===== src/logic/timer8_pkg.sv =====
// Constants for the 8-bit timer with two compare channels.
// Assumes a 32-bit AXI4-Lite register port and one 100 MHz core clock.
package timer8_pkg;
   // ************************************************************
   // Register byte offsets
   // ************************************************************
   localparam int ADDR_WIDTH = 5;
   localparam logic [4:0] OFF_CTRL_A = 5'h00;
   localparam logic [4:0] OFF_CTRL_B = 5'h04;
   localparam logic [4:0] OFF_COUNT = 5'h08;
   localparam logic [4:0] OFF_CMP_A = 5'h0C;
   localparam logic [4:0] OFF_CMP_B = 5'h10;
   localparam logic [4:0] OFF_FLAGS = 5'h14;
   // ************************************************************
   // Field positions and reset values
   // ************************************************************
   localparam int POS_ACTION_A = 6;
   localparam int POS_ACTION_B = 4;
   localparam int POS_MODE_BIT2 = 3;
   localparam int POS_OVF = 0;
   localparam int POS_MATCH_A = 1;
   localparam int POS_MATCH_B = 2;
   localparam logic [7:0] RESET_BYTE = 8'h00;
   localparam logic [7:0] COUNT_MAX = 8'hFF;
   localparam logic [7:0] COUNT_BOTTOM = 8'h00;
   localparam logic [1:0] RESP_OKAY = 2'h0;
   localparam logic [1:0] RESP_SLVERR = 2'h2;
   // ************************************************************
   // Waveform modes and actions
   // ************************************************************
   localparam logic [2:0] MODE_NORMAL = 3'h0;
   localparam logic [2:0] MODE_PC_MAX = 3'h1;
   localparam logic [2:0] MODE_CTC = 3'h2;
   localparam logic [2:0] MODE_FAST_MAX = 3'h3;
   localparam logic [2:0] MODE_PC_CMP = 3'h5;
   localparam logic [2:0] MODE_FAST_CMP = 3'h7;
   localparam logic [1:0] ACT_OFF = 2'h0;
   localparam logic [1:0] ACT_TOGGLE = 2'h1;
   // ************************************************************
   // Clock select codes and prescaler masks
   // ************************************************************
   localparam logic [2:0] CS_STOP = 3'h0;
   localparam logic [2:0] CS_DIV1 = 3'h1;
   localparam logic [2:0] CS_DIV8 = 3'h2;
   localparam logic [2:0] CS_DIV64 = 3'h3;
   localparam logic [2:0] CS_DIV256 = 3'h4;
   localparam logic [2:0] CS_DIV1024 = 3'h5;
   localparam logic [2:0] CS_EXT_FALL = 3'h6;
   localparam logic [2:0] CS_EXT_RISE = 3'h7;
   localparam logic [9:0] MASK_DIV8 = 10'h007;
   localparam logic [9:0] MASK_DIV64 = 10'h03F;
   localparam logic [9:0] MASK_DIV256 = 10'h0FF;
   localparam logic [9:0] MASK_DIV1024 = 10'h3FF;
endpackage : timer8_pkg


===== src/logic/timer8_tick_gen.sv =====
// Prescaler and external pin edge detector producing the timer tick.
// Assumes the external pin is asynchronous to the core clock.
`timescale 1ns/10ps
module timer8_tick_gen
   import timer8_pkg::*;
(
   // Clock and reset
   input wire logic ref_clk_in,
   input wire logic rstn_in,
   // Control
   input wire logic [2:0] clock_select_in,
   input wire logic ext_clk_pin_in,
   // Tick
   output logic tick_out
);
   logic [9:0] pre_cnt_reg;
   logic sync1_reg;
   logic sync2_reg;
   logic prev_reg;

   // ************************************************************
   // Free prescaler and pin synchroniser
   // ************************************************************
   always_ff @(posedge ref_clk_in or negedge rstn_in) begin
      if (!rstn_in) begin
         pre_cnt_reg <= 10'h000;
         sync1_reg <= 1'b0;
         sync2_reg <= 1'b0;
         prev_reg <= 1'b0;
      end else begin
         pre_cnt_reg <= pre_cnt_reg + 10'h001;
         sync1_reg <= ext_clk_pin_in;
         sync2_reg <= sync1_reg;
         prev_reg <= sync2_reg;
      end
   end

   // ************************************************************
   // Source selection
   // ************************************************************
   wire logic rise_w = sync2_reg & ~prev_reg;
   wire logic fall_w = ~sync2_reg & prev_reg;
   wire logic d8_w = (pre_cnt_reg & MASK_DIV8) == MASK_DIV8;
   wire logic d64_w = (pre_cnt_reg & MASK_DIV64) == MASK_DIV64;
   wire logic d256_w = (pre_cnt_reg & MASK_DIV256) == MASK_DIV256;
   wire logic d1024_w = (pre_cnt_reg & MASK_DIV1024) == MASK_DIV1024;

   assign tick_out = (clock_select_in == CS_DIV1) ? 1'b1 :
                     (clock_select_in == CS_DIV8) ? d8_w :
                     (clock_select_in == CS_DIV64) ? d64_w :
                     (clock_select_in == CS_DIV256) ? d256_w :
                     (clock_select_in == CS_DIV1024) ? d1024_w :
                     (clock_select_in == CS_EXT_FALL) ? fall_w :
                     (clock_select_in == CS_EXT_RISE) ? rise_w : 1'b0;
endmodule : timer8_tick_gen


===== src/logic/timer8_wave.sv =====
// Summary of operation
// - Tick is an enable, single core clock
// - Nonzero action overrides pin; software sets direction
// - Channel A non-PWM: off, toggle, clear, set
// - Channel A fast PWM actions, toggle needs bit2
// - Channel A phase correct actions, toggle needs bit2
// - Channel A compare at top: top action only
// - Channel B non-PWM: off, toggle, clear, set
// - Channel B fast PWM actions; action 1 reserved
// - Channel B phase correct actions; action 1 reserved
// - Channel B compare at top: top action only
// - Control A bits 3:2 read zero
// - Three-bit mode from two registers
// - Mode encodings set sequence and top source
// - Compare update time and overflow point per mode
// - Match flags; compare A top clears counter in CTC and fast PWM, reverses it in phase correct
// - Clock select: stop, divided, external edges
// - Fast PWM counts to top then clears
// - Phase correct reverses, holds top one tick
//
// Timer top with AXI4-Lite register slave and two compare outputs.
// Assumes a synchronous AXI4-Lite master on the core clock.
`timescale 1ns/10ps
module timer8_wave
   import timer8_pkg::*;
(
   // Clock and reset
   input wire logic ref_clk_in,
   input wire logic rstn_in,
   // AXI4-Lite write
   input wire logic [ADDR_WIDTH-1:0] awaddr_in,
   input wire logic awvalid_in,
   output logic awready_out,
   input wire logic [31:0] wdata_in,
   input wire logic [3:0] wstrb_in,
   input wire logic wvalid_in,
   output logic wready_out,
   output logic [1:0] bresp_out,
   output logic bvalid_out,
   input wire logic bready_in,
   // AXI4-Lite read
   input wire logic [ADDR_WIDTH-1:0] araddr_in,
   input wire logic arvalid_in,
   output logic arready_out,
   output logic [31:0] rdata_out,
   output logic [1:0] rresp_out,
   output logic rvalid_out,
   input wire logic rready_in,
   // Pins
   input wire logic ext_clk_pin_in,
   output logic compare_out_a_out,
   output logic compare_out_b_out,
   output logic override_a_out,
   output logic override_b_out,
   // Status
   output logic [2:0] flags_out
);
   // ************************************************************
   // Storage
   // ************************************************************
   logic [7:0] ctrl_a_reg;
   logic [3:0] ctrl_b_reg;
   logic [7:0] count_value_reg;
   logic [7:0] cmp_buf_reg [2];
   logic [7:0] cmp_act_reg [2];
   logic [2:0] flag_reg;
   logic dir_up_reg;
   logic block_reg;
   logic [1:0] oc_reg;
   logic [1:0] ovr_reg;
   logic awready_reg;
   logic wready_reg;
   logic bvalid_reg;
   logic [1:0] bresp_reg;
   logic arready_reg;
   logic rvalid_reg;
   logic [1:0] rresp_reg;
   logic [31:0] rdata_reg;
   logic [ADDR_WIDTH-1:0] aw_addr_reg;
   logic [7:0] w_data_reg;
   logic w_lane0_reg;
   logic tick_w;
   logic [1:0] oc_next [2];

   // ************************************************************
   // Tick source
   // ************************************************************
   timer8_tick_gen u_tick (
      .ref_clk_in(ref_clk_in),
      .rstn_in(rstn_in),
      .clock_select_in(ctrl_b_reg[2:0]),
      .ext_clk_pin_in(ext_clk_pin_in),
      .tick_out(tick_w)
   );

   // ************************************************************
   // Bus decode
   // ************************************************************
   wire logic [4:0] wa_w = {aw_addr_reg[4:2], 2'b00};
   wire logic [4:0] ra_w = {araddr_in[4:2], 2'b00};
   wire logic do_write_w = ~awready_reg & ~wready_reg & ~bvalid_reg;
   wire logic wr_en_w = do_write_w & w_lane0_reg;
   wire logic wr_ctrl_a_w = wr_en_w & (wa_w == OFF_CTRL_A);
   wire logic wr_ctrl_b_w = wr_en_w & (wa_w == OFF_CTRL_B);
   wire logic wr_count_w = wr_en_w & (wa_w == OFF_COUNT);
   wire logic wr_cmp_a_w = wr_en_w & (wa_w == OFF_CMP_A);
   wire logic wr_cmp_b_w = wr_en_w & (wa_w == OFF_CMP_B);
   wire logic wr_flags_w = wr_en_w & (wa_w == OFF_FLAGS);
   wire logic wa_ok_w = (wa_w <= OFF_FLAGS);
   wire logic ra_ok_w = (ra_w <= OFF_FLAGS);
   wire logic rd_take_w = arvalid_in & arready_reg;
   wire logic [7:0] rd_byte_w =
      (ra_w == OFF_CTRL_A) ? {ctrl_a_reg[7:4], 2'b00, ctrl_a_reg[1:0]} :
      (ra_w == OFF_CTRL_B) ? {4'h0, ctrl_b_reg} :
      (ra_w == OFF_COUNT) ? count_value_reg :
      (ra_w == OFF_CMP_A) ? cmp_buf_reg[0] :
      (ra_w == OFF_CMP_B) ? cmp_buf_reg[1] :
      (ra_w == OFF_FLAGS) ? {5'h00, flag_reg} : RESET_BYTE;

   // ************************************************************
   // Mode decode
   // ************************************************************
   wire logic [2:0] mode_w = {ctrl_b_reg[POS_MODE_BIT2], ctrl_a_reg[1:0]};
   wire logic is_pc_w = (mode_w == MODE_PC_MAX) | (mode_w == MODE_PC_CMP);
   wire logic is_fast_w = (mode_w == MODE_FAST_MAX) | (mode_w == MODE_FAST_CMP);
   wire logic is_pwm_w = is_pc_w | is_fast_w;
   wire logic top_is_a_w = (mode_w == MODE_CTC) | (mode_w == MODE_PC_CMP)
                           | (mode_w == MODE_FAST_CMP);
   wire logic [7:0] top_w = top_is_a_w ? cmp_act_reg[0] : COUNT_MAX;
   wire logic at_top_w = (count_value_reg == top_w);
   wire logic at_max_w = (count_value_reg == COUNT_MAX);
   wire logic at_bot_w = (count_value_reg == COUNT_BOTTOM);
   wire logic top_ev_w = tick_w & at_top_w;
   wire logic up_eff_w = dir_up_reg | at_bot_w;

   // ************************************************************
   // Counter sequence
   // ************************************************************
   wire logic [7:0] inc_w = count_value_reg + 8'h01;
   wire logic [7:0] dec_w = count_value_reg - 8'h01;
   wire logic [7:0] pc_step_w = dir_up_reg ? (at_top_w ? dec_w : inc_w)
                                           : (at_bot_w ? inc_w : dec_w);
   wire logic [7:0] step_w = is_pc_w ? pc_step_w
                                     : (at_top_w ? COUNT_BOTTOM : inc_w);
   wire logic [7:0] count_next = wr_count_w ? w_data_reg
                                 : (tick_w ? step_w : count_value_reg);
   wire logic dir_next = ~is_pc_w ? 1'b1
                         : (tick_w & dir_up_reg & at_top_w) ? 1'b0
                         : (tick_w & ~dir_up_reg & at_bot_w) ? 1'b1 : dir_up_reg;
   wire logic ovf_ev_w = tick_w & ((is_pc_w & ~dir_up_reg & at_bot_w)
                         | ((mode_w == MODE_FAST_CMP) & at_top_w)
                         | (~is_pc_w & (mode_w != MODE_FAST_CMP) & at_max_w));

   // ************************************************************
   // Compare channels
   // ************************************************************
   logic [1:0] match_w;
   logic [1:0] act_w;

   genvar ch;
   generate
      for (ch = 0; ch < 2; ch++) begin : g_chan
         wire logic [1:0] act = (ch == 0) ? ctrl_a_reg[POS_ACTION_A +: 2]
                                          : ctrl_a_reg[POS_ACTION_B +: 2];
         wire logic match = tick_w & ~block_reg
                            & (count_value_reg == cmp_act_reg[ch]);
         wire logic ignore = is_pwm_w & act[1]
                             & (cmp_act_reg[ch] == top_w);
         wire logic toggle_ok = ~is_pwm_w
                                | ((ch == 0) & ctrl_b_reg[POS_MODE_BIT2]);
         wire logic oc = oc_reg[ch];
         wire logic top_val = is_fast_w ? ~act[0] : act[0];
         wire logic pwm_match_val = (is_fast_w | up_eff_w) ? act[0] : ~act[0];
         assign act_w[ch] = |act;
         assign match_w[ch] = match;
         assign oc_next[ch] =
            (act == ACT_OFF) ? {oc, oc} :
            ~is_pwm_w ? (match ? ((act == ACT_TOGGLE) ? {~oc, ~oc}
                                                      : {act[0], act[0]}) : {oc, oc}) :
            (act == ACT_TOGGLE) ? ((toggle_ok & match) ? {~oc, ~oc}
                                                       : {oc, oc}) :
            ignore ? (top_ev_w ? {top_val, top_val} : {oc, oc}) :
            match ? {pwm_match_val, pwm_match_val} :
            (is_fast_w & top_ev_w) ? {top_val, top_val} : {oc, oc};

         // Compare value buffering
         always_ff @(posedge ref_clk_in or negedge rstn_in) begin
            if (!rstn_in) begin
               cmp_buf_reg[ch] <= RESET_BYTE;
               cmp_act_reg[ch] <= RESET_BYTE;
               oc_reg[ch] <= 1'b0;
               ovr_reg[ch] <= 1'b0;
            end else begin
               if ((ch == 0) ? wr_cmp_a_w : wr_cmp_b_w) begin
                  cmp_buf_reg[ch] <= w_data_reg;
               end
               if (~is_pwm_w | top_ev_w) begin
                  cmp_act_reg[ch] <= cmp_buf_reg[ch];
               end
               oc_reg[ch] <= oc_next[ch][0];
               ovr_reg[ch] <= act_w[ch];
            end
         end
      end
   endgenerate

   // ************************************************************
   // Flags: hardware set wins over write-one clear
   // ************************************************************
   wire logic [2:0] set_w = {match_w[1], match_w[0], ovf_ev_w};
   wire logic [2:0] clr_w = wr_flags_w ? w_data_reg[2:0] : 3'h0;
   wire logic [2:0] flag_next = (flag_reg & ~clr_w) | set_w;

   // ************************************************************
   // Timer state
   // ************************************************************
   always_ff @(posedge ref_clk_in or negedge rstn_in) begin
      if (!rstn_in) begin
         ctrl_a_reg <= RESET_BYTE;
         ctrl_b_reg <= 4'h0;
         count_value_reg <= RESET_BYTE;
         flag_reg <= 3'h0;
         dir_up_reg <= 1'b1;
         block_reg <= 1'b0;
      end else begin
         if (wr_ctrl_a_w) begin
            ctrl_a_reg <= {w_data_reg[7:4], 2'b00, w_data_reg[1:0]};
         end
         if (wr_ctrl_b_w) begin
            ctrl_b_reg <= w_data_reg[3:0];
         end
         count_value_reg <= count_next;
         flag_reg <= flag_next;
         dir_up_reg <= dir_next;
         block_reg <= wr_count_w | (block_reg & ~tick_w);
      end
   end

   // ************************************************************
   // AXI4-Lite handshakes
   // ************************************************************
   always_ff @(posedge ref_clk_in or negedge rstn_in) begin
      if (!rstn_in) begin
         awready_reg <= 1'b1;
         wready_reg <= 1'b1;
         bvalid_reg <= 1'b0;
         bresp_reg <= RESP_OKAY;
         aw_addr_reg <= '0;
         w_data_reg <= RESET_BYTE;
         w_lane0_reg <= 1'b0;
      end else begin
         if (awvalid_in & awready_reg) begin
            awready_reg <= 1'b0;
            aw_addr_reg <= awaddr_in;
         end
         if (wvalid_in & wready_reg) begin
            wready_reg <= 1'b0;
            w_data_reg <= wdata_in[7:0];
            w_lane0_reg <= wstrb_in[0];
         end
         if (do_write_w) begin
            bvalid_reg <= 1'b1;
            bresp_reg <= wa_ok_w ? RESP_OKAY : RESP_SLVERR;
         end
         if (bvalid_reg & bready_in) begin
            bvalid_reg <= 1'b0;
            awready_reg <= 1'b1;
            wready_reg <= 1'b1;
         end
      end
   end

   always_ff @(posedge ref_clk_in or negedge rstn_in) begin
      if (!rstn_in) begin
         arready_reg <= 1'b1;
         rvalid_reg <= 1'b0;
         rresp_reg <= RESP_OKAY;
         rdata_reg <= 32'h00000000;
      end else begin
         if (rd_take_w) begin
            arready_reg <= 1'b0;
            rvalid_reg <= 1'b1;
            rdata_reg <= {24'h000000, rd_byte_w};
            rresp_reg <= ra_ok_w ? RESP_OKAY : RESP_SLVERR;
         end else if (rvalid_reg & rready_in) begin
            rvalid_reg <= 1'b0;
            arready_reg <= 1'b1;
         end
      end
   end

   // ************************************************************
   // Outputs
   // ************************************************************
   assign awready_out = awready_reg;
   assign wready_out = wready_reg;
   assign bvalid_out = bvalid_reg;
   assign bresp_out = bresp_reg;
   assign arready_out = arready_reg;
   assign rvalid_out = rvalid_reg;
   assign rresp_out = rresp_reg;
   assign rdata_out = rdata_reg;
   assign compare_out_a_out = oc_reg[0];
   assign compare_out_b_out = oc_reg[1];
   assign override_a_out = ovr_reg[0];
   assign override_b_out = ovr_reg[1];
   assign flags_out = flag_reg;
endmodule : timer8_wave


===== config.mk =====
export PLATFORM = sky130hd
export DESIGN_NAME = timer8_wave
export DESIGN_NICKNAME = d
export VERILOG_FILES = /design/src/logic/timer8_pkg.sv /design/src/logic/timer8_tick_gen.sv /design/src/logic/timer8_wave.sv
export SDC_FILE = /design/constraint.sdc
export NUM_CORES = 1
export LEC_CHECK = 0
export ABC_CLOCK_PERIOD_IN_PS = 2400
export BUFFER_PORTS_ARGS = -buffer_cell sky130_fd_sc_hd__buf_4
export CORE_UTILIZATION = 51
export CTS_CLUSTER_DIAMETER = 40
export DETAILED_ROUTE_END_ITERATION = 16
export PLACE_DENSITY = 0.77
export SYNTH_ARGS = -nofsm -noshare
export SYNTH_HDL_FRONTEND = slang
export SYNTH_SLANG_ARGS = --single-unit

===== constraint.sdc =====
create_clock -name ref_clk_in -period 2.4 [get_ports ref_clk_in]
set_input_delay 0.24 -clock ref_clk_in [delete_from_list [all_inputs] [get_ports ref_clk_in]]
set_output_delay 0.24 -clock ref_clk_in [all_outputs]
set_load 0.01 [all_outputs]

# [Word level (Yosys, flattened, before mapping)]
# Index checks and enable logic that the tools add are counted.
[totals] ff_bits=103 latchBits=0 ram_bits=0 rom_bits=0 inputBits=54 out_inout_bits=48 word_cells=220 memories=0
[classes] n_addsub=3 multipliers=0 div=0 order_cmp=2 n_eq_ne=40 shift=0 mux=59 bitwise=69 reduce_logical=18
[op_table] operator="$mux W8" n=13
[op_table] operator="$mux W1" n=42
[op_table] operator="$eq A8 B8 Y1" n=5
[op_table] operator="$and A1 B1 Y1" n=38
[op_table] operator="$eq A3 B3 Y1 const B" n=11
[op_table] operator="$eq A3 B2 Y1 const B" n=8
[op_table] operator="$eq A8 B8 Y1 const B" n=2
[op_table] operator="$not A1 Y1" n=16
[op_table] operator="$reduce_bool A2 Y1" n=7
[op_table] operator="$eq A3 B1 Y1 const B" n=4
[op_table] operator="$or A1 B1 Y1" n=12
[op_table] operator="$add A10 B1 Y10 const B" n=1
[op_table] operator="$eq A10 B10 Y1 const B" n=1
[op_table] operator="$le A5 B5 Y1 const B" n=2
[op_table] operator="$logic_not A5 Y1" n=2
[op_table] operator="$reduce_and A5 Y1" n=2
[op_table] operator="$add A8 B1 Y8 const B" n=1
[op_table] operator="$logic_not A8 Y1" n=1
[op_table] operator="$ne A4 B3 Y1 const B" n=2
[op_table] operator="$reduce_bool A4 Y1" n=2
[op_table] operator="$sub A8 B1 Y8 const B" n=1
[op_table] operator="$eq A6 B6 Y1 const B" n=1
[op_table] operator="$mux W3" n=2
[op_table] operator="$ne A3 B2 Y1 const B" n=2
[op_table] operator="other kinds (9)" n=13

# [Longest topological paths before layout]
[depth] depth_word=16 depth_mapped=10 mapped_depth_nobuf=9

# [Hierarchy]
# Synthesis repeated with hierarchy kept, for this count alone.
[hier_totals] hier_cells=580 area_unflattened_um2=5620.4
[modules_own_cells] mod="timer8_wave" instances=1 cells_per_inst=533 area_each_um2=5066.1 seq_area_each_um2=2157.1
[modules_own_cells] mod="timer8_tick_gen" instances=1 cells_per_inst=47 area_each_um2=554.3 seq_area_each_um2=325.3

# [Least setup slack after synthesis]
# OpenSTA, ideal clock, no wires.
[synth_timing] kind="register to register" startpoint="register ctrl_a_reg[0]" endpoint="register cmp_act_reg[0] in the netlist's numbering" setup_time_ns=0.125 arrival_ns=2.294 required_time_ns=2.275 path_slack_ns=-0.018 stages_incl_launch_ff=10 path_buffers=2 period_less_slack_ns=2.418 cell_sequence="dfrtp_1 -> or3b_1 -> buf_6 -> a21oi_1 -> o221ai_1 -> nor3_2 -> nand2_1 -> nand2_1 -> buf_2 -> mux2_2"
[synth_via] elab_chain_cells=7 elab_cells_between_ends=15 classes_between="eq/ne: 6; mux: 1; bitwise: 8"
[synth_rtl] element="from (decl)" line_no="timer8_wave.sv:61" source="logic [7:0] ctrl_a_reg;"
[synth_rtl] element="from (signal assigned)" line_no="timer8_wave.sv:227" source="ctrl_a_reg <= {w_data_reg[7:4], 2'b00, w_data_reg[1:0]};"
[synth_rtl] element="$eq A3 B2 Y1 or $eq A3 B3 Y1 (tied branches)" line_no="timer8_wave.sv:127, timer8_wave.sv:124"
[synth_rtl] element="$or A1 B1 Y1" line_no="timer8_wave.sv:127" source="wire logic top_is_a_w = (mode_w == MODE_CTC) | (mode_w == MODE_PC_CMP)"
[synth_rtl] element="$or A1 B1 Y1" line_no="timer8_wave.sv:128" source="| (mode_w == MODE_FAST_CMP);"
[synth_rtl] element="$mux W8" line_no="timer8_wave.sv:129" source="wire logic [7:0] top_w = top_is_a_w ? cmp_act_reg[0] : COUNT_MAX;"
[synth_rtl] element="$eq A8 B8 Y1" line_no="timer8_wave.sv:130" source="wire logic at_top_w = (count_value_reg == top_w);"
[synth_rtl] element="$and A1 B1 Y1" line_no="timer8_wave.sv:133" source="wire logic top_ev_w = tick_w & at_top_w;"
[synth_rtl] element="$or A1 B1 Y1 *" line_no="timer8_wave.sv:197" source="if (~is_pwm_w | top_ev_w) begin"
[synth_rtl] element="to (signal, indexed assignment)" line_no="timer8_wave.sv:198" source="cmp_act_reg[ch] <= cmp_buf_reg[ch];"
[synth_rtl] element="to (decl)" line_no="timer8_wave.sv:65" source="logic [7:0] cmp_act_reg [2];"
# Every way passes the cells marked *; elsewhere a longest branch is shown, timed or not.
# A chain may end at the register's enable or synchronous reset.

# [Worst setup path in the final report]
[layout_timing] startpoint="register ctrl_a_reg[1]" endpoint="register oc_reg[1] (netlist: compare_out_b_out)"
[layout_via] elab_chain_cells=9 elab_cells_between_ends=33 classes_between="eq/ne: 9; mux: 9; bitwise: 12; reduce/logical: 3"
[layout_rtl] element="$eq A3 B2 Y1 or $eq A3 B3 Y1 (tied branches)" line_no="timer8_wave.sv:127, timer8_wave.sv:124"
[layout_rtl] element="$or A1 B1 Y1" line_no="timer8_wave.sv:127"
[layout_rtl] element="$or A1 B1 Y1" line_no="timer8_wave.sv:128"
[layout_rtl] element="$mux W8" line_no="timer8_wave.sv:129"
[layout_rtl] element="$eq A8 B8 Y1, on equally long branches" line_no="timer8_wave.sv:130, timer8_wave.sv:168"
[layout_rtl] element="$and A1 B1 Y1, on equally long branches" line_no="timer8_wave.sv:133, timer8_wave.sv:168"
[layout_rtl] element="$and A1 B1 Y1 or $mux W1 (tied branches)" line_no="timer8_wave.sv:184, timer8_wave.sv:182"
[layout_rtl] element="$reduce_bool A4 Y1 (no source line) or $mux W1 (tied branches)"
[layout_rtl] element="$reduce_and A5 Y1 (no source line) or $mux W1 (tied branches)"
[layout_rtl] element="to (signal, indexed assignment)" line_no="timer8_wave.sv:200" source="oc_reg[ch] <= oc_next[ch][0];"
[layout_rtl] element="to (decl)" line_no="timer8_wave.sv:69" source="logic [1:0] oc_reg;"
# Several ways; a longest one is shown, not always the timed one. The select of a mux whose other input is x is not followed.

==> metrics.txt <==
Syn Area/Cell=9.940 um2; Post-synth EDFFs=0; most frequent CP cell=buf_4; # nets final=718; Longest Clk Path Bufs=2; final design utilization=62.80%; total of max-cap violations=0; via count=4829; worst setup path start=ctrl_a_reg[1]; clock latency at the later pin of the worst-skew pair=0.38 ns; Final ANT Viol Nets=0; Post-Synth Simple-Gate Area=15.78%; Final Wtd Congestion=0.9527; Worst setup EP type=flip-flop; Port-buffer cells=44; Max H-tree Level=3; failing checks=setup timing; maximum vdd ir drop=0.7573 mV; Crit path arrival time=2.85 ns; fmax=0.3888 GHz; area growth from synthesis to layout=19.64%; TNS Setup=-0.4801 ns; worst hold path type=input pin to flip-flop; core area=0.01089 mm2; post-route cell area=0.006838 mm2; leakage power=0.003089 uW; Die Span Y=107.9 um; CTS buffer count=9; worst r2r dst=compare_out_b_out; Worst EP required=2.68 ns; critical path cell sequence=buf_4 -> nor3b_1 -> buf_4 -> buf_4 -> or3_1 -> a32oi_2 -> nor4_4 -> or3b_2 -> o211a_1 -> a221oi_2; layout cell share with drive strength beyond 1=32.33%; Setup CP Type=flip-flop to flip-flop; worst setup margin=-0.1718 ns; initial antenna violation count=0; period utilization=107.2%; grt ovf=0; register area share after synthesis=43.43%; Worst Clk Skew=0.02226 ns; hold slack=0.02555 ns; # setup viols final=7; Die ar.=0.01163 mm2; Final Hold Vio Count=0; CP Depth=10; largest net degree at the start of global routing=45; root buf cell=clkbuf_8; residual DRC count=0; dpl cell area=0.006437 mm2; num rows=38; Synth Area in Adders=0.8757%; shortest period the worst path allows=2.572 ns; final slew viol count=0; #FFs+latches synth=99; Worst R2R Path Depth=10; drt via density=5.999; CP Capture Point=compare_out_b_out; R2R setup slack=-0.17 ns; io pins=102; Worst Path Buf+Inv=3; dominant synthesized flop cell=dfrtp_1; Rel. slew slack=53.59%; Antenna Cells=0; Pwr per Cell Area=1197 mW/mm2; final WL=15950 um; Synth Area in Compound Gates=14.19%; vias in the first global route=4590; Cells after Synth=575; CTS tree=built; pre-CTS setup slack=-0.2743 ns; Crit path max-delay family=simple AND/OR/NAND/NOR gates; largest family of logic cells by synthesized area=simple AND/OR/NAND/NOR gates; synthesized area=0.005715 mm2; clk slew on worst S/H paths=0.09 ns; Area contributors post-synth=dfrtp_1, mux2_2, nand2_1; number of clock sinks=99; CP startpoint kind=flip-flop; Yosys cell types=72; Yosys top cell by area=dfrtp_1; ys async rst share=100.0%; status=complete, but fails checks; hpwl dp=11690 um; first-pass GRT wire length=24270 um; GRT Util Overall=28.10%; DR pass1 iterations=5; CP Max Fanout=6; mux cell area share after synthesis=13.90%; RSZ-0062 raised after global routing=true; chip width=107.9 um; Worst path max stage delay=0.49 ns; DR WL/cell=19.81 um; first-iteration detailed-routing DRC count=302; Initial Util=52.49%; r2r startpoint=ctrl_a_reg[1]; share of the synthesized area in the top cell type=41.59%; XOR/XNOR Fraction of Synth Area=4.597%; Synthesis Warnings=0; worst-margin pin slew=0.6947 ns; Crit-path slowest cell=or3b_2
==> final cells by class <==
type,count,area [um2]
timing repair buffer,103,809.5
inverter,25,93.84
sequential,99,2482
tap,140,175.2
multi-input combinational,422,3075
clock buffer,11,141.4
clock inverter,5,60.06
fill,877,4050
==> synthesized netlist by cell type (4+ instances only) <==
library cell   n
dfrtp_1       95
nand2_1       59
mux2_2        57
nor2_1        35
o21ai_0       29
buf_4         26
inv_1         25
a21oi_1       22
clkbuf_1      19
xor2_1        19
nand3_1       16
mux2i_1       13
a31oi_1       12
xnor2_1       11
nor2b_1        8
nand4_1        7
nor3_1         7
a221oi_1       6
buf_2          6
and2_1         5
nor4_1         5
a2111oi_0      4
a32oi_1        4
dfstp_2        4
ha_1           4
nand2b_1       4
==> worst min-delay path by stage <==
stage                     slack [ns]  depth (start not counted)  startpoint               to
after CTS                       0.02                          2  awvalid_in      awready_out
after global routing            0.03                          2  awvalid_in      awready_out
after global placement          0.27                          1     rstn_in  cmp_buf_reg[11]
after floorplan                -0.06                          0     rstn_in   aw_addr_reg[2]
final                           0.03                          2  awvalid_in      awready_out
after detailed placement        0.28                          1     rstn_in  cmp_act_reg[11]
==> kinds of logic (layout without fill, tap and decap cells) <==
logic type,count (synthesis),count (layout)
AO/OA/AOI/OAI,117,117
other,1,26
flip-flops,99,99
adder cells (fa/ha/maj),4,4
AND/OR/NAND/NOR,174,174
buffers and inverters,79,144
XOR/XNOR,30,30
multiplexers,71,71
==> repair_timing <==
item | in CTS | in global routing
buffers inserted | 2 | 0
cloned | 0 | 0
gates resized for setup | 14 | 22
endpoints found under the setup margin | 25 | 26
hold buffers | 3 | 0
endpoints found under the hold margin | 43 | 0
pin swaps | 5 | 13
==> placed cells by master (no fill, tap or decap), types with 5 or more instances in the layout <==
| cell type | count |
|---|---|
| xor2_1 | 19 |
| xnor2_1 | 11 |
| mux2_2 | 57 |
| a31oi_1 | 12 |
| nand3_1 | 16 |
| buf_4 | 97 |
| o21ai_0 | 27 |
| mux2i_1 | 13 |
| nand2_1 | 57 |
| nor2_1 | 33 |
| inv_1 | 25 |
| nor4_1 | 5 |
| a21oi_1 | 21 |
| dfrtp_1 | 95 |
| nor2b_1 | 8 |
| nand4_1 | 7 |
| clkbuf_8 | 10 |
| nor3_1 | 7 |
| conb_1 | 26 |
==> per-layer routing <==
layer | up-vias | part of all wire, % | GRT usage [%]
met2 | 212 | 49 | 46.38
met5 | - | 0 | 0
met3 | 42 | 6.6 | 5.024
met1 | 2377 | 42 | 37.05
met4 | 0 | 2.8 | 9.883
li1 | 2198 | - | -
==> where the power goes <==
part | total [uW] | switching [uW] | internal, uW
clock | 1120 | 598 | 517
sequential | 3200 | 919 | 2290
combinational | 3860 | 1980 | 1890
total | 8180 | 3490 | 4690
==> metrics by stage <==
step,std cells,total power (uW)
5_1_grt,805,8613
3_3_place_gp,785,6594
2_1_floorplan,600,5138
6_report,805,8184
4_1_cts,806,7958
3_5_place_dp,785,6720
Note: power is estimated with default switching activity, not from simulation.
